$ cat src/inc/crf_pkg.sv
// package for the core register file: offsets, flag positions, reset values
// assumes an APB slave with 32-bit data and word-aligned registers
//
// Functional notes
// - thirteen registers; data, address and frame base exist in two banks
// - data registers are 16 bits; first two also split into byte halves
// - data 2:0 and 3:1 pair into 32-bit values, higher index upper
// - two 16-bit address registers for indirect, relative and general use
// - address registers pair into 32 bits, address 1 upper
// - frame base is 16 bits, base for frame-relative addressing
// - vector table base is 20 bits
// - program counter is 20 bits, address of next instruction
// - separate user and interrupt stack pointers, chosen by stack select flag
// - static base is 16 bits, base for static-relative addressing
// - status flag word is 11 bits wide
// - carry flag keeps carry, borrow or shifted-out bit from the alu
// - zero flag set when arithmetic result is zero, else cleared
// - sign flag set when arithmetic result is negative, else cleared
// - bank flag zero selects bank 0, one selects bank 1
// - overflow flag set on overflow, else cleared
// - interrupt enable gates maskable interrupts; cleared on acceptance
// - stack select cleared on hardware interrupt or soft interrupt 0..31
// - three-bit priority level; request admitted only if strictly above it
// - reserved flag bits written zero; they read as zero here
`default_nettype none
package crf_pkg;
    localparam int CRF_NREG = 16;
    localparam logic [11:0] CRF_OFS_DATA0 = 12'h000;
    localparam logic [11:0] CRF_OFS_VTB = 12'h040;
    localparam logic [11:0] CRF_OFS_PC = 12'h044;
    localparam logic [11:0] CRF_OFS_USP = 12'h048;
    localparam logic [11:0] CRF_OFS_ISP = 12'h04C;
    localparam logic [11:0] CRF_OFS_SB = 12'h050;
    localparam logic [11:0] CRF_OFS_FLG = 12'h054;
    localparam logic [11:0] CRF_OFS_PAIR_LO = 12'h058;
    localparam logic [11:0] CRF_OFS_PAIR_HI = 12'h05C;
    localparam logic [11:0] CRF_OFS_APAIR = 12'h060;
    localparam logic [11:0] CRF_OFS_INTCTL = 12'h064;
    localparam int CRF_F_C = 0;
    localparam int CRF_F_D = 1;
    localparam int CRF_F_Z = 2;
    localparam int CRF_F_S = 3;
    localparam int CRF_F_B = 4;
    localparam int CRF_F_O = 5;
    localparam int CRF_F_I = 6;
    localparam int CRF_F_U = 7;
    localparam int CRF_F_IPL = 8;
    localparam logic [10:0] CRF_FLG_MASK = 11'h7FF;
    localparam logic [10:0] CRF_FLG_RST = 11'h000;
    localparam logic [15:0] CRF_R16_RST = 16'h0000;
    localparam logic [19:0] CRF_R20_RST = 20'h00000;
    localparam logic [5:0] CRF_SWI_LAST_U = 6'h1F;

    // core-side update from the alu / decoder
    typedef struct packed {
        logic wr_en;
        logic [2:0] sel;
        logic [15:0] data;
        logic byte_en;
        logic byte_hi;
        logic flags_en;
        logic carry;
        logic ovf;
        logic [15:0] result;
        logic pc_en;
        logic [19:0] pc;
    } crf_core_t;

    typedef struct packed {
        logic hw_accept;
        logic swi_exec;
        logic [5:0] swi_num;
        logic req_valid;
        logic req_maskable;
        logic [2:0] req_prio;
    } crf_irq_t;

    typedef enum logic [1:0] {CRF_ST_IDLE, CRF_ST_ACCESS} crf_state_t;
endpackage
`default_nettype wire

$ cat src/verilog/crf_bank.sv
// one bank of data, address and frame base registers
// assumes writes arrive already decoded and one per cycle
`default_nettype none
module crf_bank
    import crf_pkg::*;
(
    input wire logic pclk,
    input wire logic presetn,
    input wire logic we,
    input wire logic [2:0] idx,
    input wire logic [15:0] wdata,
    input wire logic [1:0] bmask,
    output logic [6:0][15:0] regs
);
    logic [6:0][15:0] regs_q;
    logic [6:0][15:0] regs_d;

    // entries 0..3 data, 4..5 address, 6 frame base
    always_comb begin
        regs_d = regs_q;
        if (we && idx < 3'd7) begin
            if (bmask[0]) regs_d[idx][7:0] = wdata[7:0];
            if (bmask[1]) regs_d[idx][15:8] = wdata[15:8];
        end
    end

    generate
        for (genvar g = 0; g < 7; g++) begin : g_ent
            always_ff @(posedge pclk or negedge presetn) begin
                if (!presetn) regs_q[g] <= CRF_R16_RST;
                else regs_q[g] <= regs_d[g];
            end
        end
    endgenerate

    assign regs = regs_q;
endmodule
`default_nettype wire

$ cat src/verilog/crf_top.sv
// core register file: two banks, pc, vector base, stack pointers, flag word
// assumes one clock, APB access from debug/software, core updates on the same clock
`default_nettype none
module crf_top
    import crf_pkg::*;
(
    input wire logic pclk,
    input wire logic presetn,
    input wire logic psel,
    input wire logic penable,
    input wire logic pwrite,
    input wire logic [11:0] paddr,
    input wire logic [31:0] pwdata,
    input wire logic [3:0] pstrb,
    output logic [31:0] prdata,
    output logic pready,
    output logic pslverr,
    input wire crf_pkg::crf_core_t core_in,
    input wire crf_pkg::crf_irq_t irq_in,
    output logic irq_admit,
    output logic [15:0] stack_ptr,
    output logic [15:0] frame_base,
    output logic [15:0] static_base,
    output logic [19:0] vector_table_base,
    output logic [19:0] program_counter,
    output logic [31:0] address_pair,
    output logic [10:0] status_flag_word
);
    import crf_pkg::*;

    // ------------------------------------------------------------
    // storage
    // ------------------------------------------------------------
    logic [1:0][6:0][15:0] bank_regs;
    logic [19:0] vtb_q, vtb_d, pc_q, pc_d;
    logic [15:0] usp_q, usp_d, isp_q, isp_d, sb_q, sb_d;
    logic [10:0] flg_q, flg_d;
    logic irq_admit_q, irq_admit_d;
    logic [31:0] prdata_q, prdata_d;
    logic pready_q, pready_d, pslverr_q, pslverr_d;
    crf_state_t st_q, st_d;

    logic bsel;
    logic apb_wr, apb_rd, hit;
    logic [11:0] word_ofs;
    logic [1:0] bank_we;
    logic [2:0] bank_idx;
    logic [15:0] bank_wdata;
    logic [1:0] bank_bmask;
    logic [6:0][15:0] cur;

    assign bsel = flg_q[CRF_F_B];
    assign cur = bank_regs[bsel];
    assign word_ofs = {paddr[11:2], 2'b00};

    // ------------------------------------------------------------
    // apb slave: one wait state, answer in the second access cycle
    // ------------------------------------------------------------
    always_comb begin
        st_d = st_q;
        pready_d = 1'b0;
        case (st_q)
            CRF_ST_IDLE: begin
                if (psel && !penable) st_d = CRF_ST_ACCESS;
            end
            CRF_ST_ACCESS: begin
                if (psel && penable && !pready_q) pready_d = 1'b1;
                if (pready_q) st_d = CRF_ST_IDLE;
            end
            default: st_d = CRF_ST_IDLE;
        endcase
    end

    // a write lands at the edge where the master samples pready high, not one edge early
    assign apb_wr = psel && penable && pwrite && pready_q && hit;
    assign apb_rd = psel && penable && !pwrite && pready_d;

    always_comb begin
        hit = 1'b1;
        // entry 7 of each bank has no register behind it, so it is refused
        if (word_ofs < CRF_OFS_VTB) hit = (paddr[4:2] != 3'd7);
        else if (word_ofs == CRF_OFS_VTB) hit = 1'b1;
        else if (word_ofs == CRF_OFS_PC) hit = !pwrite;
        else if (word_ofs == CRF_OFS_USP) hit = 1'b1;
        else if (word_ofs == CRF_OFS_ISP) hit = 1'b1;
        else if (word_ofs == CRF_OFS_SB) hit = 1'b1;
        else if (word_ofs == CRF_OFS_FLG) hit = 1'b1;
        else if (word_ofs == CRF_OFS_PAIR_LO) hit = !pwrite;
        else if (word_ofs == CRF_OFS_PAIR_HI) hit = !pwrite;
        else if (word_ofs == CRF_OFS_APAIR) hit = !pwrite;
        else hit = 1'b0;
    end

    // banked area: word index = bank*8 + entry, entries 7 and 15 unmapped
    always_comb begin
        bank_we = 2'b00;
        bank_idx = core_in.sel;
        bank_wdata = core_in.data;
        bank_bmask = 2'b11;
        if (apb_wr && word_ofs < CRF_OFS_VTB) begin
            bank_we[paddr[5]] = 1'b1;
            bank_idx = paddr[4:2];
            bank_wdata = pwdata[15:0];
            bank_bmask = pstrb[1:0];
        end else if (core_in.wr_en) begin
            bank_we[bsel] = 1'b1;
            // byte access only for the first two data registers
            if (core_in.byte_en && core_in.sel < 3'd2) begin
                bank_bmask = core_in.byte_hi ? 2'b10 : 2'b01;
                bank_wdata = {core_in.data[7:0], core_in.data[7:0]};
            end
        end
    end

    generate
        for (genvar b = 0; b < 2; b++) begin : g_bank
            crf_bank u_bank (
                .pclk(pclk),
                .presetn(presetn),
                .we(bank_we[b]),
                .idx(bank_idx),
                .wdata(bank_wdata),
                .bmask(bank_bmask),
                .regs(bank_regs[b])
            );
        end
    endgenerate

    // ------------------------------------------------------------
    // unbanked registers and flag word
    // ------------------------------------------------------------
    always_comb begin
        vtb_d = vtb_q;
        pc_d = pc_q;
        usp_d = usp_q;
        isp_d = isp_q;
        sb_d = sb_q;
        flg_d = flg_q;
        irq_admit_d = 1'b0;
        if (core_in.pc_en) pc_d = core_in.pc;
        if (apb_wr) begin
            if (word_ofs == CRF_OFS_VTB) vtb_d = pwdata[19:0];
            else if (word_ofs == CRF_OFS_USP) usp_d = pwdata[15:0];
            else if (word_ofs == CRF_OFS_ISP) isp_d = pwdata[15:0];
            else if (word_ofs == CRF_OFS_SB) sb_d = pwdata[15:0];
            else if (word_ofs == CRF_OFS_FLG) flg_d = pwdata[10:0] & CRF_FLG_MASK;
        end
        if (core_in.flags_en) begin
            flg_d[CRF_F_C] = core_in.carry;
            flg_d[CRF_F_Z] = (core_in.result == 16'h0000);
            flg_d[CRF_F_S] = core_in.result[15];
            flg_d[CRF_F_O] = core_in.ovf;
        end
        // admission: maskable needs enable; all need priority above level
        if (irq_in.req_valid && (irq_in.req_prio > flg_q[CRF_F_IPL +: 3])
            && (!irq_in.req_maskable || flg_q[CRF_F_I])) begin
            irq_admit_d = 1'b1;
        end
        // acceptance wins over a same-cycle software write
        if (irq_in.hw_accept) begin
            flg_d[CRF_F_I] = 1'b0;
            flg_d[CRF_F_U] = 1'b0;
        end
        if (irq_in.swi_exec) begin
            if (irq_in.swi_num <= CRF_SWI_LAST_U) flg_d[CRF_F_U] = 1'b0;
            flg_d[CRF_F_I] = 1'b0;
        end
    end

    always_ff @(posedge pclk or negedge presetn) begin
        if (!presetn) begin
            vtb_q <= CRF_R20_RST;
            pc_q <= CRF_R20_RST;
            usp_q <= CRF_R16_RST;
            isp_q <= CRF_R16_RST;
            sb_q <= CRF_R16_RST;
            flg_q <= CRF_FLG_RST;
            irq_admit_q <= 1'b0;
        end else begin
            vtb_q <= vtb_d;
            pc_q <= pc_d;
            usp_q <= usp_d;
            isp_q <= isp_d;
            sb_q <= sb_d;
            flg_q <= flg_d;
            irq_admit_q <= irq_admit_d;
        end
    end

    // ------------------------------------------------------------
    // read data and core-facing views
    // ------------------------------------------------------------
    always_comb begin
        prdata_d = prdata_q;
        pslverr_d = 1'b0;
        if (pready_d) begin
            prdata_d = 32'h0000_0000;
            pslverr_d = !hit;
            if (apb_rd) begin
                if (word_ofs < CRF_OFS_VTB) begin
                    if (paddr[4:2] != 3'd7) prdata_d = {16'h0000, bank_regs[paddr[5]][paddr[4:2]]};
                end else if (word_ofs == CRF_OFS_VTB) prdata_d = {12'h000, vtb_q};
                else if (word_ofs == CRF_OFS_PC) prdata_d = {12'h000, pc_q};
                else if (word_ofs == CRF_OFS_USP) prdata_d = {16'h0000, usp_q};
                else if (word_ofs == CRF_OFS_ISP) prdata_d = {16'h0000, isp_q};
                else if (word_ofs == CRF_OFS_SB) prdata_d = {16'h0000, sb_q};
                else if (word_ofs == CRF_OFS_FLG) prdata_d = {21'h000000, flg_q};
                else if (word_ofs == CRF_OFS_PAIR_LO) prdata_d = {cur[2], cur[0]};
                else if (word_ofs == CRF_OFS_PAIR_HI) prdata_d = {cur[3], cur[1]};
                else if (word_ofs == CRF_OFS_APAIR) prdata_d = {cur[5], cur[4]};
            end
        end
    end

    always_ff @(posedge pclk or negedge presetn) begin
        if (!presetn) begin
            st_q <= CRF_ST_IDLE;
            pready_q <= 1'b0;
            pslverr_q <= 1'b0;
            prdata_q <= 32'h0000_0000;
        end else begin
            st_q <= st_d;
            pready_q <= pready_d;
            pslverr_q <= pslverr_d;
            prdata_q <= prdata_d;
        end
    end

    // core-facing outputs come from flops; views lag one cycle behind storage
    logic [15:0] sp_q, fb_q;
    logic [31:0] ap_q;
    always_ff @(posedge pclk or negedge presetn) begin
        if (!presetn) begin
            sp_q <= CRF_R16_RST;
            fb_q <= CRF_R16_RST;
            ap_q <= 32'h0000_0000;
        end else begin
            sp_q <= flg_q[CRF_F_U] ? usp_q : isp_q;
            fb_q <= cur[6];
            ap_q <= {cur[5], cur[4]};
        end
    end

    assign prdata = prdata_q;
    assign pready = pready_q;
    assign pslverr = pslverr_q;
    assign irq_admit = irq_admit_q;
    assign stack_ptr = sp_q;
    assign frame_base = fb_q;
    assign static_base = sb_q;
    assign vector_table_base = vtb_q;
    assign program_counter = pc_q;
    assign address_pair = ap_q;
    assign status_flag_word = flg_q;

    // ------------------------------------------------------------
    // checks
    // ------------------------------------------------------------
    property p_zero;
        @(posedge pclk) disable iff (!presetn)
        core_in.flags_en |=> flg_q[CRF_F_Z] == ($past(core_in.result) == 16'h0000);
    endproperty
    a_zero: assert property (p_zero) else $error("zero flag wrong");
    property p_sign;
        @(posedge pclk) disable iff (!presetn)
        core_in.flags_en |=> flg_q[CRF_F_S] == $past(core_in.result[15]);
    endproperty
    a_sign: assert property (p_sign) else $error("sign flag wrong");
    property p_carry;
        @(posedge pclk) disable iff (!presetn)
        core_in.flags_en |=> flg_q[CRF_F_C] == $past(core_in.carry);
    endproperty
    a_carry: assert property (p_carry) else $error("carry flag wrong");
    property p_ovf;
        @(posedge pclk) disable iff (!presetn)
        core_in.flags_en |=> flg_q[CRF_F_O] == $past(core_in.ovf);
    endproperty
    a_ovf: assert property (p_ovf) else $error("overflow flag wrong");
    property p_accept;
        @(posedge pclk) disable iff (!presetn)
        irq_in.hw_accept |=> !flg_q[CRF_F_I] && !flg_q[CRF_F_U];
    endproperty
    a_accept: assert property (p_accept) else $error("accept did not clear flags");
    property p_swi;
        @(posedge pclk) disable iff (!presetn)
        irq_in.swi_exec && irq_in.swi_num <= CRF_SWI_LAST_U |=> !flg_q[CRF_F_U];
    endproperty
    a_swi: assert property (p_swi) else $error("soft interrupt kept stack select");
    property p_prio;
        @(posedge pclk) disable iff (!presetn)
        irq_admit |-> $past(irq_in.req_valid)
            && $past(irq_in.req_prio) > $past(flg_q[CRF_F_IPL +: 3]);
    endproperty
    a_prio: assert property (p_prio) else $error("admitted at low priority");
    property p_sp;
        @(posedge pclk) disable iff (!presetn)
        ##1 stack_ptr == ($past(flg_q[CRF_F_U]) ? $past(usp_q) : $past(isp_q));
    endproperty
    a_sp: assert property (p_sp) else $error("wrong stack pointer");
    property p_pc;
        @(posedge pclk) disable iff (!presetn)
        core_in.pc_en |=> program_counter == $past(core_in.pc);
    endproperty
    a_pc: assert property (p_pc) else $error("pc not loaded");
    property p_mask;
        @(posedge pclk) disable iff (!presetn)
        irq_admit |-> !$past(irq_in.req_maskable) || $past(flg_q[CRF_F_I]);
    endproperty
    a_mask: assert property (p_mask) else $error("masked request admitted");
    property p_pc_hold;
        @(posedge pclk) disable iff (!presetn)
        !core_in.pc_en |=> program_counter == $past(program_counter);
    endproperty
    a_pc_hold: assert property (p_pc_hold) else $error("pc moved without a load");
    property p_vtb;
        @(posedge pclk) disable iff (!presetn)
        apb_wr && word_ofs == CRF_OFS_VTB |=> vector_table_base == $past(pwdata[19:0]);
    endproperty
    a_vtb: assert property (p_vtb) else $error("vector base write lost");
    // views lag storage by one cycle, so they are held against last cycle's bank
    property p_fb;
        @(posedge pclk) disable iff (!presetn)
        ##1 frame_base == $past(cur[6]);
    endproperty
    a_fb: assert property (p_fb) else $error("frame base view wrong");
    property p_apair;
        @(posedge pclk) disable iff (!presetn)
        ##1 address_pair == {$past(cur[5]), $past(cur[4])};
    endproperty
    a_apair: assert property (p_apair) else $error("address pair view wrong");
    property p_swi_high;
        @(posedge pclk) disable iff (!presetn)
        irq_in.swi_exec && irq_in.swi_num > CRF_SWI_LAST_U && !irq_in.hw_accept && !apb_wr
            |=> flg_q[CRF_F_U] == $past(flg_q[CRF_F_U]);
    endproperty
    a_swi_high: assert property (p_swi_high) else $error("stack select lost");
    property p_dbg;
        @(posedge pclk) disable iff (!presetn)
        !apb_wr |=> flg_q[CRF_F_D] == $past(flg_q[CRF_F_D]);
    endproperty
    a_dbg: assert property (p_dbg) else $error("debug flag moved without a write");
    c_accept: cover property (@(posedge pclk) disable iff (!presetn) irq_in.hw_accept);
    c_bank1: cover property (@(posedge pclk) disable iff (!presetn) bsel && core_in.wr_en);
    c_admit: cover property (@(posedge pclk) disable iff (!presetn) irq_admit);
    c_swi_low: cover property (@(posedge pclk) disable iff (!presetn)
        irq_in.swi_exec && irq_in.swi_num <= CRF_SWI_LAST_U);
    c_refuse: cover property (@(posedge pclk) disable iff (!presetn) pready && pslverr);
endmodule
`default_nettype wire
$ cat config.mk
export PLATFORM = sky130hd
export DESIGN_NAME = crf_top
export DESIGN_NICKNAME = d
export VERILOG_FILES = /design/src/inc/crf_pkg.sv /design/src/verilog/crf_bank.sv /design/src/verilog/crf_top.sv
export SDC_FILE = /design/constraint.sdc
export NUM_CORES = 1
export LEC_CHECK = 0
export ABC_AREA = 0
export BUFFER_PORTS_ARGS = -buffer_cell sky130_fd_sc_hd__buf_4
export CAP_MARGIN = 15
export CORE_MARGIN = 2
export CORE_UTILIZATION = 29
export CTS_BUF_LIST = sky130_fd_sc_hd__clkbuf_4
export DETAILED_ROUTE_END_ITERATION = 6
export PLACE_DENSITY_LB_ADDON = 0.2
export SLEW_MARGIN = 25
export SYNTH_ARGS = -nofsm -noshare
export SYNTH_HDL_FRONTEND = slang
export SYNTH_SLANG_ARGS = --single-unit
$ cat constraint.sdc
create_clock -name pclk -period 2.72 [get_ports pclk]
set_input_delay 0.544 -clock pclk [delete_from_list [all_inputs] [get_ports pclk]]
set_output_delay 0.544 -clock pclk [all_outputs]
set_load 0.02 [all_outputs]
==> results.md, run 1 <==
* Status: completed
* DRT Wirelength at between 80000 and 90000 um
* Final clock skew at approximately 0.067 ns
* Cell area reported after detailed placement at 25700 um2
* Maximum level of the CTS H-tree at 3
* Number of rows in the core area at 98
* Uppermost signal routing layer after detailed routing: met5
* Global router's overall resource usage at around 22%
* Number of register bits inferred by synthesis at 423
* EDFF count, synth at 0
* TritonCTS buffer count at about 120
* TritonCTS clock tree: built
* Largest cells by area after synthesis: dfrtp_1, mux2_2, mux2i_1
* Area enclosed by the die boundary at roughly 74000 um2
* Reported leakage power at 0.0127 uW
* Number of vias after detailed routing at 17500
* Wire length of the first global-routing pass at between 100000 and 150000 um
* Post-synthesis sequential area ratio at 50.5%
* Netlist Area Pre-Place at 20900 um2
* Fraction of synthesized cell area taken by the top area cell type at 50.5%
* CP Max Fanout at 17
* Avg Inst Size Synth at about 11 um2
* Classification of the worst-slack hold path: primary input to register
* Overflow left after global routing at 0
* Sw Ratio at 30.1%
* Critical path class: register to output port
* Clock period minus worst slack at about 2.6 ns
* Worst Path Arrival at 2.02 ns
* YS warnings at 0
* Initial standard-cell utilization of the core at between 20% and 30%
* Die span in x at 273 um
* Hold Fails Final Rpt at 0
* Arithmetic-cell share of the synthesized area counting full adders, half adders and majority gates at 0.179%
* Initial DRT Pass Iterations at 5
* Post-cts repair resize count at 0
* Number of buffers on the longest clock path at 3
* Power density relative to cell area at between 500 and 600 nW/um2
* Drc violations at 0
* Proportion of synthesized flip-flops having asynchronous set or reset at 100%
* Most numerous cell types in the synthesized netlist: dfrtp_1, mux2_2, a21oi_1
* Ys flop type: dfrtp_1
* Clock slew seen by the registers of the worst setup and hold paths at 0.06 ns
* Worst-case hold slack at 0.159 ns
* Vias in the first global route at roughly 18000
* Number of nets with antenna violations after routing at 0
* Dominant combinational cell family by area after synthesis: multiplexers
* Post-synth cell types at 78
* Xor/xnor share of the synthesized area at 0%
* Setup violations, final at 0
* Final period util at 94.1%
* Die span in y at 273 um
* Post-Syn Instances at 1835
* Startpoint type of the worst setup path: register
* CORE AREA at 71500 um2
* Library cell occupying the most area in the post-synthesis netlist: dfrtp_1
* Routed met1 length at 36700 um
* Number of pins exceeding their max-slew limit in the final report at 0
* Layout fillers at 6998
* Sequential cell fraction of total power at a little under half
* IR drop worst, VDD at 0.249 mV
* Proportion of power drawn by combinational gates at roughly 18%
* Met2 wire length at 37400 um
* Root Buffer: clkbuf_4
* Insertion delay to the later sink of the worst-skew pair at 0.92 ns
* Maximum number of pins on one net before global-route repair at 83
* Clock Sinks at 423
* Routed vias/inst at approximately 5.2
* Kind of end point of the critical path: output port
* Area share of and/or/nand/nor cells after synthesis at 9.02%
* Area growth from synthesis to final layout at 32.6%
* Initial antenna violation count at 5
* Post-synthesis net count at 1966
* Iteration-0 DRC Markers at 1516
* Actual transition at the worst max-transition pin at 0.915 ns
* GP Congestion at 0.914
* Layout cell share with drive strength beyond 1 at 40.0%
* Unrepaired setup endpoints after global routing: false
* Number of nets in the finished design at 2485
* Part of the power in the clock network at roughly 36%
* HPWL after detailed placement at 60600 um
* Met3 WL post-DR at 5810 um
* Max Clk Rate at 0.391 GHz
* Number of port buffers at 272
* Share of cell area taken by muxes after synthesis at 24.6%
* Cell-internal power at 11100 uW
* Post-layout instance area at 27800 um2
* Library cell with the highest instance count after synthesis: dfrtp_1
* CP Data Required Time at 2.18 ns
* Sw Pwr at a little under 5000 uW
* Complex-gate fraction of the synthesized area at 12.4%
* Total I/O pin count at slightly below 300
* Slew margin rel. at 39.0%
* Post-detailed-route wirelength per cell at about 24 um
* Maximum Capacitance Violations at 0
## layout make-up
class | instances | area [um2] | share of cell area (%)
multi-input cells | 1256 | 9710 | 35.0
well taps | 950 | 1190 | 4.28
flip-flops and latches | 423 | 10600 | 38.1
repair buffers | 545 | 4800 | 17.3
inverters | 12 | 45.0 | 0.162
clock inverters | 30 | 188 | 0.676
diodes | 1 | 2.50 | 0.00901
clock buffers | 165 | 1240 | 4.46
## cells in the final DEF (no fill, tap or decap), drive strengths merged, types with 18 or more instances in the layout
| cell type | n |
|---|---|
| clkinv | 26 |
| mux4 | 32 |
| mux2 | 277 |
| o21ai | 134 |
| buf | 483 |
| dlygate4sd3 | 62 |
| a31oi | 18 |
| o22ai | 44 |
| nor2 | 132 |
| nand3 | 26 |
| dfrtp | 423 |
| nand2 | 127 |
| a21oi | 134 |
| clkbuf | 165 |
| mux2i | 131 |
## registers in the layout, indices dropped and copies added, names as in the netlist, 11 cells and up
register,flops
program_counter,20
static_base,16
g_bank.u_bank.regs,224
usp_q,16
status_flag_word,11
stack_ptr,16
address_pair,32
prdata,32
frame_base,16
vector_table_base,20
isp_q,16
## what timing repair did
| item | 4_1_cts | 5_1_grt |
|---|---|---|
| endpoints found under the hold margin | 164 | 0 |
| buffers inserted | 1 | 0 |
| hold buffers | 62 | 0 |
| setup endpoints to repair | 1 | 0 |
## per-stage QoR
step,setup WS (ns),instances,power (uW),TNS [ns],util (%)
detailed placement,-0.197,3123,10200,-7.59,35.9
finish,0.160,3382,15900,0,38.8
floorplan,0.174,1835,8720,0,-
CTS,0.0836,3381,16200,0,38.8
global route,0.0694,3382,16800,0,38.8
global placement,-0.162,3123,10200,-6.03,35.9
## power by group through the flow
| stage | sequential [uW] | combinational, uW | clock, uW |
|---|---|---|---|
| after global placement | 7370 | 2820 | 0 |
| after detailed placement | 7390 | 2850 | 0 |
| after global routing | 7360 | 3130 | 6320 |
| after floorplan | 7510 | 1220 | 0 |
| final | 7290 | 2920 | 5730 |
| after CTS | 7290 | 2940 | 5960 |
## cells by family (layout without fill, tap and decap cells)
logic type      Yosys count  count (layout)
mux                     440             440
compound gates          429             429
flops                   423             423
simple gates            384             384
buf+inv                 156             752
fa+ha+maj                 3               3
other cells               0               1
## critical path, cell delays in order, from the launching register on
cell and delay (ns):
dfrtp_4 0.67, buf_4 0.26, buf_4 0.16
## layer usage
layer  vias to the layer above  GRT usage, %
met3                       149          4.11
li1                       7837             -
met5                         -             0
met2                       683          34.4
met1                      8834          30.3
met4                         4          8.17
## path summary, 6_finish.rpt
| path | startpoint | end | depth (start not counted) | slack [ns] |
|---|---|---|---|---|
| max in group asynchronous | presetn | g_bank[0].u_bank.regs[37]$_DFFE_PN0P_ | 3 | 1.55 |
| hold reg to reg | st_q[0]$_DFFE_PN0P_ | st_q[0]$_DFFE_PN0P_ | 1 | 0.48 |
| setup reg to reg | pready$_DFF_PN0_ | status_flag_word[7]$_DFF_PN0_ | 7 | 0.21 |
| hold / removal | core_in[20] | program_counter[7]$_DFFE_PN0P_ | 2 | 0.16 |
| setup / recovery | status_flag_word[4]$_DFFE_PN0P_ | status_flag_word[4] | 2 | 0.16 |
| min in group asynchronous | presetn | program_counter[8]$_DFFE_PN0P_ | 2 | 0.25 |
(Power assumes the default switching activity.)
==> inputs of run 2 (changes only) <==
- ABC_AREA: 0 -> 1
==> results.md, run 2 <==
* Final clock skew at 0.0607 ns
* TritonCTS clock tree: built
* CP Data Required Time at 3.50 ns
* Overflow left after global routing at 0
* Drc violations at 0
* Initial standard-cell utilization of the core at 29.4%
* Post-Syn Instances at 2680
* Clock period minus worst slack at 2.63 ns
* Sequential cell fraction of total power at 44.2%
* Setup violations, final at 0
* Post-synthesis net count at 2811
* Max Clk Rate at 0.380 GHz
* Actual transition at the worst max-transition pin at 0.517 ns
* Final period util at between 90% and 100%
* Netlist Area Pre-Place at ~21000 um2
* Sw Ratio at 31.5%
* Root Buffer: clkbuf_4
* Worst-case hold slack at roughly 0.077 ns
* Area enclosed by the die boundary at 75000 um2
* Proportion of synthesized flip-flops having asynchronous set or reset at 100%
* Post-synth cell types at 46
* Status: completed
* HPWL after detailed placement at 73600 um
* Part of the power in the clock network at 37.4%
* EDFF count, synth at 0
* Hold Fails Final Rpt at 0
* Layout cell share with drive strength beyond 1 at 23.7%
* Iteration-0 DRC Markers at 2178
* Die span in x at 274 um
* Unrepaired setup endpoints after global routing: true
* Total power at 16400 uW
* Startpoint type of the worst setup path: register
* Number of nets in the finished design at 3383
* Number of buffers on the longest clock path at 3
* Global router's overall resource usage at between 20% and 30%
* Classification of the worst-slack hold path: primary input to register
* Leading cell type in the layout, fill and taps excluded: nand2_1
* Vias in the first global route at 21900
* Clock slew seen by the registers of the worst setup and hold paths at about 0.06 ns
* Ys flop type: dfrtp_1
* Proportion of power drawn by combinational gates at 18.4%
* Clock Sinks at 423
* Most frequent cells in the layout: nand2_1, buf_4, dfrtp_1
* Maximum Capacitance Violations at 0
* Die span in y at 274 um
* Post-synthesis sequential area ratio at roughly half
* Layout fillers at 7426
* CP Max Fanout at 10
* DRT Wirelength at 96400 um
* Flip-flop count of the largest register after layout at 224
* CORE AREA at 71900 um2
* Sw Pwr at 5150 uW
* Number of register bits inferred by synthesis at 423
* Reported leakage power at roughly 0.015 uW
* Routed vias/inst at 5.15
* GP Congestion at 0.987
* Fraction of synthesized cell area taken by the top area cell type at roughly 50%
* Avg Inst Size Synth at 7.88 um2
* Insertion delay to the later sink of the worst-skew pair at around 0.91 ns
* Largest cells by area after synthesis: dfrtp_1, nand2_1, nand3_1
* Total I/O pin count at 294
* Area growth from synthesis to final layout at 35.1%
* Number of port buffers at 272
* Wire length of the first global-routing pass at 142000 um
* Maximum level of the CTS H-tree at 3
* Library cell occupying the most area in the post-synthesis netlist: dfrtp_1
* YS warnings at 0
* Most numerous cell types in the synthesized netlist: nand2_1, dfrtp_1, nand3_1
* Maximum number of pins on one net before global-route repair at 85
* Kind of end point of the critical path: register
* TritonCTS buffer count at 116
* Critical path class: register to register
* Worst Path Arrival at 3.41 ns
* Number of vias after detailed routing at approximately 22000
* Library cell with the highest instance count after synthesis: nand2_1
* Cell-internal power at 11200 uW
* Number of nets with antenna violations after routing at 0
* Post-detailed-route wirelength per cell at 22.5 um
* IR drop worst, VDD at roughly 0.27 mV
* Initial antenna violation count at 1
* Number of pins exceeding their max-slew limit in the final report at 0
* Initial DRT Pass Iterations at 5
* Number of rows in the core area at 98
* Slew margin rel. at around 65%
* Power density relative to cell area at ~570 nW/um2
## run 2: changes by cell type in the layout (fill, tap and decap cells not counted), sizes merged, moves of 27 or more
cell    change
nand3     +222
buf        +62
nand4      +34
o21ai      +95
mux2      -259
a21oi      -54
mux2i     -131
inv       +196
mux4       -32
o221ai     +27
nand2     +778
## run 2: cell families after synthesis
kind of cell | after synthesis | share of synthesized area, %
AND/OR/NAND/NOR | 1363 | 27.0
AO/OA/AOI/OAI | 503 | 14.8
flip-flops | 423 | 50.1
buffers and inverters | 370 | 7.00
multiplexers | 18 | 0.960
adder cells (fa/ha/maj) | 3 | 0.178
## run 2: critical path, stage by stage (launching register included)
cell and delay [ns]:
dfrtp_4 0.58, buf_4 0.22, o21a_1 0.26, nor2_1 0.07
o22ai_1 0.24, buf_4 0.19, nand4_1 0.07, a22oi_1 0.18
buf_4 0.17, nand2_1 0.08, o21ai_1 0.22, buf_4 0.16
nand2_1 0.05
## run 2: final cells by class
class / instances / area (um2) / share of cell area (%)
diodes: 2 / 5.00 / 0.0175
flip-flops and latches: 423 / 10600 / 37.1
inverters: 213 / 802 / 2.81
multi-input cells: 1887 / 9090 / 31.9
repair buffers: 611 / 5330 / 18.7
well taps: 950 / 1190 / 4.17
clock inverters: 29 / 228 / 0.798
clock buffers: 174 / 1310 / 4.58
## run 2: path summary, 6_finish.rpt
path	end	cells after the start	slack (ns)	start
max in group asynchronous	g_bank[0].u_bank.regs[41]$_DFFE_PN0P_	3	1.67	presetn
setup reg to reg	prdata[9]$_DFFE_PN0P_	12	0.09	status_flag_word[4]$_DFFE_PN0P_
hold reg to reg	g_bank[1].u_bank.regs[101]$_DFFE_PN0P_	2	0.47	g_bank[1].u_bank.regs[101]$_DFFE_PN0P_
setup / recovery	prdata[9]$_DFFE_PN0P_	12	0.09	status_flag_word[4]$_DFFE_PN0P_
min in group asynchronous	status_flag_word[9]$_DFFE_PN0P_	2	0.15	presetn
hold / removal	status_flag_word[7]$_DFF_PN0_	4	0.08	irq_in[12]
## run 2: per-stage QoR
stage	cell area [um2]	TNS [ns]	instances	setup WS [ns]	utilization, %
floorplan	21100	0	2680	0.00391	-
global placement	26300	-100.29	4018	-0.479	36.6
detailed placement	26300	-112.09	4018	-0.505	36.6
CTS	28500	0	4287	0.0969	39.7
global route	28500	-0.0675	4288	-0.0500	39.7
finish	28500	0	4289	0.0874	39.7
## run 2: per-layer routing
layer | wire, um | GRT usage [%] | part of all wire [%] | vias to the layer above
met4 | 6170 | 15.4 | 6.4 | 0
li1 | - | - | - | 10200
met5 | 0 | 0 | 0 | -
met2 | 45300 | 41.8 | 47 | 953
met1 | 39000 | 31.7 | 40 | 10800
met3 | 5920 | 3.75 | 6.1 | 233
## run 2: repair_timing
action | 4_1_cts | 5_1_grt
hold buffers | 66 | 0
hold endpoints to repair | 444 | 0
endpoints found under the setup margin | 1 | 4
buffers inserted | 0 | 0
gates resized for setup | 2 | 4
cloned | 0 | 0
## run 2: power groups by stage
stage                     sequential, uW  combinational [uW]  clock [uW]
after floorplan                     7450                1080           0
after global placement              7340                2900           0
after detailed placement            7340                2920           0
after CTS                           7230                3020        6260
after global routing                7290                3250        6630
final                               7230                3020        6120
